===== src/design/psr_params.svh =====
// Offsets, field positions, reset values and widths of the split retry block
`ifndef PSR_PARAMS_SVH
`define PSR_PARAMS_SVH

// Register word indices; byte address is four times the index
`define PSR_IDX_STATUS     2'h0
`define PSR_IDX_CTRL       2'h1
`define PSR_IDX_STATE      2'h2

// Status word: descriptor bits 63..32 seen as word bits 31..0
`define PSR_ST_ACTIVE      31
`define PSR_ST_XERR        28
`define PSR_ST_PHASE       27
`define PSR_ST_TOGGLE      25
`define PSR_ST_CERR_HI     24
`define PSR_ST_CERR_LO     23
`define PSR_ST_NAK_HI      22
`define PSR_ST_NAK_LO      19
`define PSR_ST_BYTES_HI    14
`define PSR_ST_BYTES_LO    0

// Control word fields
`define PSR_CT_VALID       0
`define PSR_CT_ISOCH       1
`define PSR_CT_RELOAD_HI   28
`define PSR_CT_RELOAD_LO   25

// State word fields
`define PSR_SW_HOLD        0
`define PSR_SW_RES_HI      3
`define PSR_SW_RES_LO      1
`define PSR_SW_CINIT_HI    5
`define PSR_SW_CINIT_LO    4

// Field widths and reset values
`define PSR_CERR_W         2
`define PSR_NAK_W          4
`define PSR_BYTES_W        15
`define PSR_CERR_RST       2'h0
`define PSR_NAK_RST        4'h0
`define PSR_RELOAD_RST     4'h0
`define PSR_BYTES_RST      15'h0000
`define PSR_WORD_RST       32'h0000_0000

`endif


===== src/design/psr_pkg.sv =====
// Types shared by the split retry block
package psr_pkg;

  // Outcome of one split transaction as reported by the transaction engine
  typedef enum logic [2:0] {
    PSR_RES_ACK     = 3'h0,
    PSR_RES_NAK     = 3'h1,
    PSR_RES_NYET    = 3'h2,
    PSR_RES_NORESP  = 3'h3,
    PSR_RES_BADRESP = 3'h4
  } psr_result_t;

endpackage


===== src/design/psr_avalon_slave.sv =====
// Avalon-MM slave front end: one wait state, registered read data
`timescale 1ns/1ps
`default_nettype none
`include "psr_params.svh"

module psr_avalon_slave (
  input  wire logic        mclk,
  input  wire logic        rst,
  input  wire logic [1:0]  avs_address,
  input  wire logic        avs_read,
  input  wire logic        avs_write,
  input  wire logic [3:0]  avs_byteenable,
  input  wire logic [31:0] avs_writedata,
  output logic      [31:0] avs_readdata,
  output logic             avs_waitrequest,
  input  wire logic [31:0] statusWord,
  input  wire logic [31:0] ctrlWord,
  input  wire logic [31:0] stateWord,
  output logic             wrStatus,
  output logic             wrCtrl,
  output logic      [31:0] wrMask
);

  logic        accept;
  logic        hitStatus;
  logic        hitCtrl;
  logic        hitState;
  logic [31:0] next_readdata;

  // Accept at the edge where the master sees waitrequest low
  assign accept    = (avs_read | avs_write) & ~avs_waitrequest;
  assign hitStatus = (avs_address == `PSR_IDX_STATUS);
  assign hitCtrl   = (avs_address == `PSR_IDX_CTRL);
  assign hitState  = (avs_address == `PSR_IDX_STATE);
  assign wrStatus  = accept & avs_write & hitStatus;
  assign wrCtrl    = accept & avs_write & hitCtrl;
  assign wrMask    = {{8{avs_byteenable[3]}}, {8{avs_byteenable[2]}},
                      {8{avs_byteenable[1]}}, {8{avs_byteenable[0]}}};
  // Unmapped addresses read as zero and ignore writes
  assign next_readdata = hitStatus ? statusWord :
                         hitCtrl   ? ctrlWord   :
                         hitState  ? stateWord  : `PSR_WORD_RST;

  // Waitrequest drops for one cycle per request, so every access costs two edges
  always_ff @(posedge mclk) begin
    if (rst) begin
      avs_waitrequest <= 1'b1;
      avs_readdata    <= `PSR_WORD_RST;
    end else begin
      avs_waitrequest <= ~((avs_read | avs_write) & avs_waitrequest);
      if ((avs_read | avs_write) & avs_waitrequest) begin
        avs_readdata <= next_readdata;
      end
    end
  end
endmodule
`default_nettype wire


===== src/design/psr_counter_step.sv =====
// Next values of the split error counter and the NAK counter for one outcome
`timescale 1ns/1ps
`default_nettype none
`include "psr_params.svh"

module psr_counter_step
  import psr_pkg::*;
(
  input  wire logic        [`PSR_CERR_W-1:0] cerr,
  input  wire logic        [`PSR_CERR_W-1:0] cerrInit,
  input  wire logic        [`PSR_NAK_W-1:0]  nak,
  input  wire logic        [`PSR_NAK_W-1:0]  reload,
  input  wire logic                          isoch,
  input  wire psr_pkg::psr_result_t          result,
  output logic             [`PSR_CERR_W-1:0] next_cerr,
  output logic             [`PSR_NAK_W-1:0]  next_nak,
  output logic                               cerrExpired,
  output logic                               nakExpired
);

  logic isError;
  logic isNakLike;
  logic nakArmed;

  // No response or a bad response counts as an error
  assign isError   = (result == PSR_RES_NORESP) | (result == PSR_RES_BADRESP);
  assign isNakLike = (result == PSR_RES_NAK) | (result == PSR_RES_NYET);
  // Reload of zero or an isochronous split leaves the NAK counter alone
  assign nakArmed  = (result == PSR_RES_NAK) & (reload != `PSR_RELOAD_RST) & ~isoch; // RULE10 RULE13

  // Error counter stops at zero rather than wrapping
  assign next_cerr = isNakLike ? cerrInit : // RULE7
                     (isError && cerr != `PSR_CERR_RST) ? cerr - 2'h1 : cerr; // RULE6
  assign cerrExpired = isError & (cerr <= 2'h1); // RULE6

  assign next_nak   = (nakArmed && nak != `PSR_NAK_RST) ? nak - 4'h1 : nak; // RULE9
  assign nakExpired = nakArmed & (nak <= 4'h1); // RULE9

endmodule
`default_nettype wire


===== src/design/psr_split_retry.sv =====
// Status and retry engine of a bulk start/complete split transfer descriptor
// Function
// RULE1: Transaction error flag follows error outcome
// RULE2: Software clears error flag before scheduling
// RULE3: Phase flag: 0 start split, 1 complete
// RULE4: Software loads toggle; hardware writes it back
// RULE5: Two-bit error counter for split transactions
// RULE6: Errors decrement counter; zero clears valid
// RULE7: NAK or NYET restores error counter
// RULE8: Starved retry keeps the descriptor pointer
// RULE9: NAKs decrement counter; zero clears valid
// RULE10: No NAK counting for isochronous splits
// RULE11: Byte count written with bytes moved
// RULE12: Software sets active equal to valid
// RULE13: Zero reload disables NAK counting entirely
`timescale 1ns/1ps
`default_nettype none
`include "psr_params.svh"

module psr_split_retry
  import psr_pkg::*;
#(
  parameter int BYTES_W = `PSR_BYTES_W
) (
  input  wire logic                  mclk,
  input  wire logic                  rst,
  input  wire logic [1:0]            avs_address,
  input  wire logic                  avs_read,
  input  wire logic                  avs_write,
  input  wire logic [3:0]            avs_byteenable,
  input  wire logic [31:0]           avs_writedata,
  output logic      [31:0]           avs_readdata,
  output logic                       avs_waitrequest,
  input  wire logic                  xferDone,
  input  wire psr_pkg::psr_result_t  xferResult,
  input  wire logic [BYTES_W-1:0]    xferBytes,
  input  wire logic                  xferToggle,
  input  wire logic                  frameStart,
  input  wire logic                  lackTime,
  output logic                       descValid,
  output logic                       descActive,
  output logic                       splitPhase,
  output logic                       holdPointer
);
  import psr_pkg::*;

  // The byte count field is fixed by the descriptor layout
  if (BYTES_W != `PSR_BYTES_W) begin : g_bad_width
    $error("BYTES_W must match the byte count field width");
  end

  logic                    xactErr;
  logic                    dataToggle;
  logic [`PSR_CERR_W-1:0]  cerr;
  logic [`PSR_CERR_W-1:0]  cerrInit;
  logic [`PSR_NAK_W-1:0]   nakRetryCount;
  logic [`PSR_NAK_W-1:0]   nakRestartValue;
  logic                    isoch;
  logic [BYTES_W-1:0]      byteCountDone;
  psr_result_t             lastResult;
  logic                    retryPending;

  logic                    wrStatus;
  logic                    wrCtrl;
  logic [31:0]             wrMask;
  logic [31:0]             statusWord;
  logic [31:0]             ctrlWord;
  logic [31:0]             stateWord;
  logic [31:0]             newStatus;
  logic [31:0]             newCtrl;

  logic                    live;
  logic                    evAck;
  logic                    evNyet;
  logic                    evError;
  logic [`PSR_CERR_W-1:0]  next_cerr;
  logic [`PSR_NAK_W-1:0]   next_nak;
  logic                    cerrExpired;
  logic                    nakExpired;
  logic                    finish;
  logic                    retire;

  // Register views; halt and babble bits are not held here and read zero
  assign statusWord = {descActive, 2'b00, xactErr, splitPhase, 1'b0, dataToggle, cerr,
                       nakRetryCount, 4'h0, byteCountDone};
  assign ctrlWord   = {3'b000, nakRestartValue, 23'h000000, isoch, descValid};
  assign stateWord  = {26'h0000000, cerrInit, lastResult, holdPointer};
  assign newStatus  = (avs_writedata & wrMask) | (statusWord & ~wrMask);
  assign newCtrl    = (avs_writedata & wrMask) | (ctrlWord & ~wrMask);

  psr_avalon_slave u_slave (
    .mclk            (mclk),
    .rst             (rst),
    .avs_address     (avs_address),
    .avs_read        (avs_read),
    .avs_write       (avs_write),
    .avs_byteenable  (avs_byteenable),
    .avs_writedata   (avs_writedata),
    .avs_readdata    (avs_readdata),
    .avs_waitrequest (avs_waitrequest),
    .statusWord      (statusWord),
    .ctrlWord        (ctrlWord),
    .stateWord       (stateWord),
    .wrStatus        (wrStatus),
    .wrCtrl          (wrCtrl),
    .wrMask          (wrMask)
  );

  psr_counter_step u_step (
    .cerr        (cerr),
    .cerrInit    (cerrInit),
    .nak         (nakRetryCount),
    .reload      (nakRestartValue),
    .isoch       (isoch),
    .result      (xferResult),
    .next_cerr   (next_cerr),
    .next_nak    (next_nak),
    .cerrExpired (cerrExpired),
    .nakExpired  (nakExpired)
  );

  // Outcomes only count while the descriptor is scheduled
  assign live    = xferDone & descValid & descActive;
  assign evAck   = live & (xferResult == PSR_RES_ACK);
  assign evNyet  = live & (xferResult == PSR_RES_NYET);
  assign evError = live & ((xferResult == PSR_RES_NORESP) | (xferResult == PSR_RES_BADRESP));
  // An acknowledged complete split ends the descriptor
  assign finish  = evAck & splitPhase;
  assign retire  = live & (cerrExpired | nakExpired | finish); // RULE6 RULE9 RULE12

  // Descriptor status fields; an outcome in the same cycle as a software
  // write wins, so a hardware update is never lost to a stale write
  always_ff @(posedge mclk) begin
    if (rst) begin
      xactErr       <= 1'b0;
      splitPhase    <= 1'b0;
      dataToggle    <= 1'b0;
      cerr          <= `PSR_CERR_RST;
      nakRetryCount <= `PSR_NAK_RST;
      byteCountDone <= `PSR_BYTES_RST;
    end else if (live) begin
      xactErr       <= xactErr | evError; // RULE1
      cerr          <= next_cerr; // RULE5
      nakRetryCount <= next_nak; // RULE9
      if (evAck) begin
        splitPhase    <= ~splitPhase; // RULE3
        dataToggle    <= splitPhase ? xferToggle : dataToggle; // RULE4
        byteCountDone <= xferBytes; // RULE11
      end
      if (evNyet) begin
        splitPhase <= 1'b1; // RULE3
      end
    end else if (wrStatus) begin
      xactErr       <= newStatus[`PSR_ST_XERR]; // RULE2
      splitPhase    <= newStatus[`PSR_ST_PHASE]; // RULE3
      dataToggle    <= newStatus[`PSR_ST_TOGGLE]; // RULE4
      cerr          <= newStatus[`PSR_ST_CERR_HI:`PSR_ST_CERR_LO];
      nakRetryCount <= newStatus[`PSR_ST_NAK_HI:`PSR_ST_NAK_LO];
      byteCountDone <= newStatus[`PSR_ST_BYTES_HI:`PSR_ST_BYTES_LO];
    end
  end

  // Software's error count is kept as the value a NAK or NYET restores
  always_ff @(posedge mclk) begin
    if (rst) begin
      cerrInit <= `PSR_CERR_RST;
    end else if (wrStatus && !live) begin
      cerrInit <= newStatus[`PSR_ST_CERR_HI:`PSR_ST_CERR_LO]; // RULE7
    end
  end

  // Valid and active: software schedules, hardware retires
  always_ff @(posedge mclk) begin
    if (rst) begin
      descValid  <= 1'b0;
      descActive <= 1'b0;
    end else if (retire) begin
      descValid  <= 1'b0;
      descActive <= 1'b0;
    end else begin
      if (wrCtrl) begin
        descValid <= newCtrl[`PSR_CT_VALID];
      end
      if (wrStatus) begin
        descActive <= newStatus[`PSR_ST_ACTIVE]; // RULE12
      end
    end
  end

  // Control fields other than valid
  always_ff @(posedge mclk) begin
    if (rst) begin
      nakRestartValue <= `PSR_RELOAD_RST;
      isoch           <= 1'b0;
    end else if (wrCtrl) begin
      nakRestartValue <= newCtrl[`PSR_CT_RELOAD_HI:`PSR_CT_RELOAD_LO]; // RULE13
      isoch           <= newCtrl[`PSR_CT_ISOCH]; // RULE10
    end
  end

  // A retry is pending after any non-final outcome that left it scheduled
  always_ff @(posedge mclk) begin
    if (rst) begin
      lastResult   <= PSR_RES_ACK;
      retryPending <= 1'b0;
    end else if (live) begin
      lastResult   <= xferResult;
      retryPending <= ~retire;
    end else if (!descValid) begin
      retryPending <= 1'b0;
    end
  end

  // At a new frame a starved retry holds the aperiodic pointer; the hold
  // lasts until the next frame start so the scheduler sees it all frame
  always_ff @(posedge mclk) begin
    if (rst) begin
      holdPointer <= 1'b0;
    end else if (frameStart) begin
      holdPointer <= retryPending & lackTime & descValid; // RULE8
    end
  end
endmodule
`default_nettype wire


===== config.mk =====
export PLATFORM = sky130hd
export DESIGN_NAME = psr_split_retry
export DESIGN_NICKNAME = d
export VERILOG_FILES = /design/src/design/psr_pkg.sv /design/src/design/psr_avalon_slave.sv /design/src/design/psr_counter_step.sv /design/src/design/psr_split_retry.sv
export VERILOG_INCLUDE_DIRS = /design/src /design/src/design
export SDC_FILE = /design/constraint.sdc
export NUM_CORES = 1
export LEC_CHECK = 0
export ABC_CLOCK_PERIOD_IN_PS = 1550
export BUFFER_PORTS_ARGS = -buffer_cell sky130_fd_sc_hd__buf_2
export CELL_PAD_IN_SITES_DETAIL_PLACEMENT = 1
export CELL_PAD_IN_SITES_GLOBAL_PLACEMENT = 2
export CORE_ASPECT_RATIO = 1.4
export CORE_MARGIN = 4
export CORE_UTILIZATION = 27
export DETAILED_ROUTE_END_ITERATION = 12
export HOLD_SLACK_MARGIN = 0.06
export PLACE_DENSITY_LB_ADDON = 0.1
export SLEW_MARGIN = 20
export SYNTH_ARGS = -nofsm -noshare
export SYNTH_HDL_FRONTEND = slang
export SYNTH_SLANG_ARGS = --single-unit

===== constraint.sdc =====
create_clock -name mclk -period 1.55 [get_ports mclk]
set_input_delay 0.155 -clock mclk [delete_from_list [all_inputs] [get_ports mclk]]
set_output_delay 0.155 -clock mclk [all_outputs]
set_load 0.02 [all_outputs]

==> results of run 1 <==
[cell type report]
class	count	area (sq um)
Sequential cell	65	1320
Multi-Input combinational cell	257	1860
Clock buffer	12	246
Clock inverter	4	76.3
Inverter	6	22.5
Fill cell	1406	7170
Timing Repair Buffer	139	888
Tap cell	147	184
[layer usage]
layer  global-route usage  wire length, microns
met5                    0                     0
met4               0.0637                   213
met3               0.0344                   480
met2                0.302                  5830
met1                0.186                  4570
[synthesized netlist by cell type (all sizes together) (2+ instances only)]
cell type / n
a21oi: 33
mux2i: 17
nor4b: 3
dfxtp: 65
a31oi: 6
nor2: 25
a211oi: 8
or3b: 2
and2: 3
buf: 23
ha: 5
inv: 6
nand2: 28
nor3: 20
a22o: 16
nand4: 4
a311oi: 15
a21o: 2
nor3b: 3
o32ai: 3
and3: 4
nand3: 27
clkbuf: 14
nor2b: 2
nand2b: 6
[through the flow]
stage               instances  instance area [sq um]
floorplan                 365                   3280
global placement          613                   4140
detailed placement        613                   4140
CTS                       629                   4510
global route              630                   4590
finish                    630                   4590
[repair_timing]
action	in CTS	in global routing
gates resized for setup	10	20
pin swaps	4	9
setup buffers	0	3
setup endpoints to repair	20	15
[worst max-delay path, stage by stage, from the launching register on]
cell,delay [ns]
dfxtp_1,0.31
or4_4,0.58
nand4_1,0.23
a22oi_1,0.14
o32ai_1,0.17
[path summary, 6_finish.rpt]
check / end / slack (ns) / start
hold / removal: flip-flop / 0.08 / avs_writedata[26]
hold reg to reg: lastResult[0] / 0.47 / lastResult[0]
setup reg to reg: flip-flop / 0.01 / flip-flop
setup / recovery: flip-flop / 0.01 / flip-flop
[power by group]
part	total, mW	switching, mW	internal (mW)	leakage, nW
Clock	2.22	0.761	1.46	0.153
Sequential	1.70	0.0153	1.69	0.529
Combinational	0.427	0.243	0.184	1.25
Total	4.35	1.02	3.33	1.94
[kinds of logic (layout without fill, tap and decap cells)]
group / after synthesis / after routing / synth area share
AND/OR/NAND/NOR: 132 / 132 / 0.211
AO/OA/AOI/OAI: 95 / 95 / 0.239
flip-flops: 65 / 65 / 0.403
buffers and inverters: 43 / 161 / 0.0659
multiplexers: 18 / 18 / 0.0574
adder cells (fa/ha/maj): 5 / 5 / 0.0194
other: 1 / 6 / 0.00116
XOR/XNOR: 1 / 1 / 0.00271
==> summary.txt, run 1 <==
Clocking
  – Hold Buf Count CTS: 0
  – Clock sinks: 65
  – Clock-pin transition on the worst setup and hold timing paths: 0.06 ns
  – Root buffer cell: clkbuf_16
  – Bufs on Longest Clock Path: 2
  – CTS tree: built
  – Clock buffer count from CTS: 9
  – Latest clock arrival within the worst-skew pair: 0.33 ns
  – H-tree depth: 3

Route
  – WL final: 11.1 mm
  – DR WL/cell: around 18 microns
  – Drt pass-1 iters: 4
  – Via-to-Cell Ratio: 4.99
  – Vias: 3143
  – Post-DRT Antenna Nets: 0
  – Initial DRC count: 78
  – Drt drc: 0

Place
  – DP Wirelength: ~8.4 mm
  – PortBufs: 88
  – Dpl ws: -0.0604 ns
  – Placer Congestion: 0.731

Yosys
  – Synth top area share: 0.403
  – Register area share after synthesis: 0.403
  – Synth Warn #: 0
  – Cell taking the most area after synthesis: dfxtp_1
  – Synth area leaders: dfxtp_1 40%, a311oi_2 7.0%, mux2i_1 5.3%, a21oi_1 5.1%, a22o_1 4.3%
  – Synth unique cells: 52
  – Cell count after synthesis: 360
  – Post-Syn Area: 0.00323 sq mm
  – Average cell area after synthesis: 8.96 sq um
  – Number of synthesized flops with an enable pin: 0
  – Yosys reg bits: 65
  – Most used DFF post-synth: dfxtp_1
  – Ys async rst share: 0

Hold path
  – Hold Crit Class: in -> reg
  – Hold Crit Depth: 3

STA
  – Hold Slack: 0.0798 ns
  – Max-slew violations: 0
  – PnR worst setup slack: 0.0150 ns
  – Final-report hold violation count: 0
  – Setup_tns: 0 ns
  – Final setup violation count: 0
  – F_max: 651 MHz
  – Final period utilization: 0.990
  – Clk_skew: ~0.0067 ns
  – Min cycle time layout: 1.54 ns
  – RSZ-0062 raised after global routing: true

Final layout
  – Nets: 547
  – Most frequent cells in the layout: 88 x buf_2, 57 x dfxtp_1, 43 x buf_4, 32 x a21oi_1, 28 x nand2_1
  – Final Core Density: 0.390
  – Fraction of layout cells with a size suffix above 1: 0.427
  – Commonest non-fill, non-tap cell in the layout: buf_2
  – Layout Area Growth over Synthesis: 42.2%
  – # diodes: 0

Run status
  – Status: finished, final reports clean

Global route
  – Total GRT Usage: 0.165
  – Gr ovfl total: 0
  – Vias in the first global route: ~3400
  – Largest net degree at the start of global routing: 28
  – Initial antenna violation count: 0
  – First-pass GRT wire length: 17.7 mm

Power
  – Overall power: 4.35 mW
  – Leakage: 1.94 nW
  – Max rail drop VDD: 0.000497 V
  – Pwr/cell area: 947 mW/mm^2

Worst setup path
  – Crit Path Category: reg -> reg
  – CP max FO: 4
  – Worst setup SP type: flip-flop
  – Crit path required time: between 1.5 and 2 ns
  – R2R depth: 4
  – CP arrival: between 1.5 and 2 ns
  – Crit. End Element: flip-flop

Floorplan
  – I/O Pins: 101
  – Die Wd: approximately 100 microns
  – Site Rows: 47
  – Core Region: about 0.012 sq mm
  – Die area: 0.0138 sq mm
  – Die height: between 100 and 150 microns
  – Starting Density: 0.274

Flow run
  – Max-cap violations: 0
(Power assumes the default switching activity.)
==> inputs of run 2 (changes only) <==
--- a/config.mk
+++ b/config.mk
@@ -12,11 +12,13 @@
 export CELL_PAD_IN_SITES_GLOBAL_PLACEMENT = 2
 export CORE_ASPECT_RATIO = 1.4
 export CORE_MARGIN = 4
-export CORE_UTILIZATION = 27
+export CORE_UTILIZATION = 31
+export CTS_BUF_LIST = sky130_fd_sc_hd__clkbuf_2 sky130_fd_sc_hd__clkbuf_4 sky130_fd_sc_hd__clkbuf_8
 export DETAILED_ROUTE_END_ITERATION = 12
 export HOLD_SLACK_MARGIN = 0.06
-export PLACE_DENSITY_LB_ADDON = 0.1
+export PLACE_DENSITY_LB_ADDON = 0.15
 export SLEW_MARGIN = 20
 export SYNTH_ARGS = -nofsm -noshare
 export SYNTH_HDL_FRONTEND = slang
+export SYNTH_HIERARCHICAL = 1
 export SYNTH_SLANG_ARGS = --single-unit
==> summary.txt, run 2 <==
Place
  – PortBufs: 94 (was 88)
  – Dpl cells: 798 (was 613)
  – Placer Congestion: 0.808 (was 0.731)
  – DP Wirelength: 10.3 mm (was 8.42 mm)

Run status
  – Status: complete, but fails checks (was finished, final reports clean)
  – Failing checks: setup timing

Floorplan
  – Starting Density: 0.319 (was 0.274)
  – Die Wd: 110 microns (was 100 microns)
  – Site Rows: 51 (was 47)
  – Core Region: 0.0140 sq mm (was 0.0118 sq mm)
  – Die area: 0.0165 sq mm (was 0.0138 sq mm)
  – I/O Pins: 101 (unchanged)
  – Die height: 150 microns (was 137 microns)

Power
  – Max rail drop VDD: 0.000327 V (was 0.000497 V)
  – Switching share of power: 0.295 (was 0.234)
  – Pwr/cell area: 755 mW/mm^2 (was 947 mW/mm^2)
  – Power Internal: 3.08 mW (was 3.33 mW)
  – Psw: 1.29 mW (was 1.02 mW)
  – Sequential Power Share: 0.450 (was 0.392)
  – Leakage: 2.58 nW (was 1.94 nW)
  – Combinational power share: 0.197 (was 0.098)
  – Clock power share: 0.354 (was 0.510)

Final layout
  – Fin cells: 830 (was 630)
  – Most frequent cells in the layout: 94 x buf_2, 68 x dfxtp_1, 59 x conb_1, 45 x nor2_1, 38 x nand2_1 (was 88 x buf_2, 57 x dfxtp_1, 43 x buf_4, 32 x a21oi_1, 28 x nand2_1)
  – Nets: 708 (was 547)
  – Commonest non-fill, non-tap cell in the layout: buf_2 (unchanged)
  – Layout Area Growth over Synthesis: 28.9% (was 42.2%)
  – # diodes: 0 (unchanged)
  – Fraction of layout cells with a size suffix above 1: 0.361 (was 0.427)

STA
  – Setup_tns: -0.420 ns (was 0 ns)
  – F_max: 603 MHz (was 651 MHz)
  – Worst-Margin Slew: between 0.5 and 0.6 ns
  – Max-slew violations: 0 (unchanged)
  – RSZ-0062 raised after global routing: true (unchanged)
  – Final setup violation count: 6 (was 0)
  – Headroom to the max-slew limit: 0.624
  – Final period utilization: 1.07 (was 0.990)
  – PnR worst setup slack: -0.108 ns (was 0.0150 ns)
  – Min cycle time layout: 1.66 ns (was 1.54 ns)
  – Clk_skew: 0.00850 ns (was 0.00668 ns)
  – Hold Slack: 0.0799 ns (was 0.0798 ns)
  – Final-report hold violation count: 0 (unchanged)

Global route
  – First-pass GRT wire length: 22.0 mm (was 17.7 mm)
  – Initial antenna violation count: 0 (unchanged)
  – Total GRT Usage: 0.173 (was 0.165)
  – Largest net degree at the start of global routing: 66 (was 28)
  – Vias in the first global route: 4172 (was 3441)
  – Gr ovfl total: 0 (unchanged)

Route
  – Via-to-Cell Ratio: 4.94 (was 4.99)
  – Vias: 4099 (was 3143)
  – DR WL/cell: 17.3 microns (was 17.6 microns)
  – Post-DRT Antenna Nets: 0 (unchanged)
  – Drt pass-1 iters: 4 (unchanged)
  – WL final: 14.3 mm (was 11.1 mm)
  – Drt drc: 0 (unchanged)
  – Initial DRC count: 120 (was 78)

Clocking
  – Latest clock arrival within the worst-skew pair: 0.35 ns (was 0.33 ns)
  – Clock sinks: 71 (was 65)
  – CTS tree: built (unchanged)
  – Bufs on Longest Clock Path: 2 (unchanged)
  – Clock-pin transition on the worst setup and hold timing paths: 0.08 ns (was 0.06 ns)
  – Clock buffer count from CTS: 9 (unchanged)
  – H-tree depth: 3 (unchanged)
  – Root buffer cell: clkbuf_8 (was clkbuf_16)

Worst setup path
  – Crit path required time: 1.83 ns (was 1.77 ns)
  – Crit Path Category: reg -> reg (unchanged)
  – Crit. End Element: flip-flop (unchanged)
  – CP arrival: 1.94 ns (was 1.76 ns)
  – Worst setup SP type: flip-flop (unchanged)
  – CP max FO: 3 (was 4)
  – R2R depth: 7 (was 4)

Yosys
  – Synth Warn #: 6 (was 0)
  – Post-Syn Area: 0.00448 sq mm (was 0.00323 sq mm)
  – Average cell area after synthesis: 9.09 sq um (was 8.96 sq um)
  – Cell count after synthesis: 493 (was 360)

Flow run
  – Max-cap violations: 0 (unchanged)

Hold path
  – Hold Crit Class: in -> reg (unchanged)
  – Hold Crit Depth: 3 (unchanged)
==> run 2: cell type report <==
class                   instances  area, sq um
inverters                       9         33.8
clock inverters                 5         57.6
multi-input cells             402         2850
well taps                     185          231
flip-flops and latches         71         1430
fillers                      1741         8260
repair buffers                147         1030
clock buffers                  11          145
==> run 2: critical path, stage by stage, from the launching register on <==
cell and delay (ns):
dfxtp_2 0.33, or4_4 0.54, nand3_4 0.09, nor2_2 0.04, nor2_1 0.09, nor2_1 0.05
or3_4 0.35, a21oi_2 0.11
==> run 2: routing by layer <==
metal | routed length, microns | global-route usage
met3 | 546 | 0.0249
met4 | 392 | 0.0636
met2 | 7420 | 0.313
met1 | 5970 | 0.204
met5 | 0 | 0
==> run 2: worst paths after layout <==
check	startpoint	to	slack, ns
worst max register to register	flip-flop	flip-flop	-0.11
worst min-delay path	frameStart	holdPointer	0.08
worst max-delay path	flip-flop	flip-flop	-0.11
worst min register to register	lastResult[1]	lastResult[1]	0.48
==> run 2: power groups by stage <==
stage / sequential (mW) / clock (mW) / combinational [mW]
final: 1.96 / 1.54 / 0.859
after global routing: 1.97 / 1.68 / 0.946
after CTS: 1.96 / 1.61 / 0.843
after detailed placement: 2.01 / 0 / 0.829
after global placement: 2.00 / 0 / 0.816
after floorplan: 2.09 / 0 / 0.504
==> run 2: repair_timing <==
item | in CTS | in global routing
cloned | 1 | 2
setup endpoints to repair | 10 | 18
gates resized for setup | 6 | 26
hold buffers | 1 | 0
pin swaps | 5 | 11
setup buffers | 2 | 10
endpoints found under the hold margin | 1 | 0
==> run 2: stage by stage <==
step	setup slack, ns	area [sq um]	total power [mW]	util
2_1_floorplan	-0.0309	4730	2.59	-
3_3_place_gp	-0.0635	5280	2.82	0.376
3_5_place_dp	-0.101	5280	2.83	0.376
4_1_cts	-0.125	5560	4.42	0.396
5_1_grt	-0.195	5780	4.60	0.412
6_report	-0.108	5780	4.36	0.412
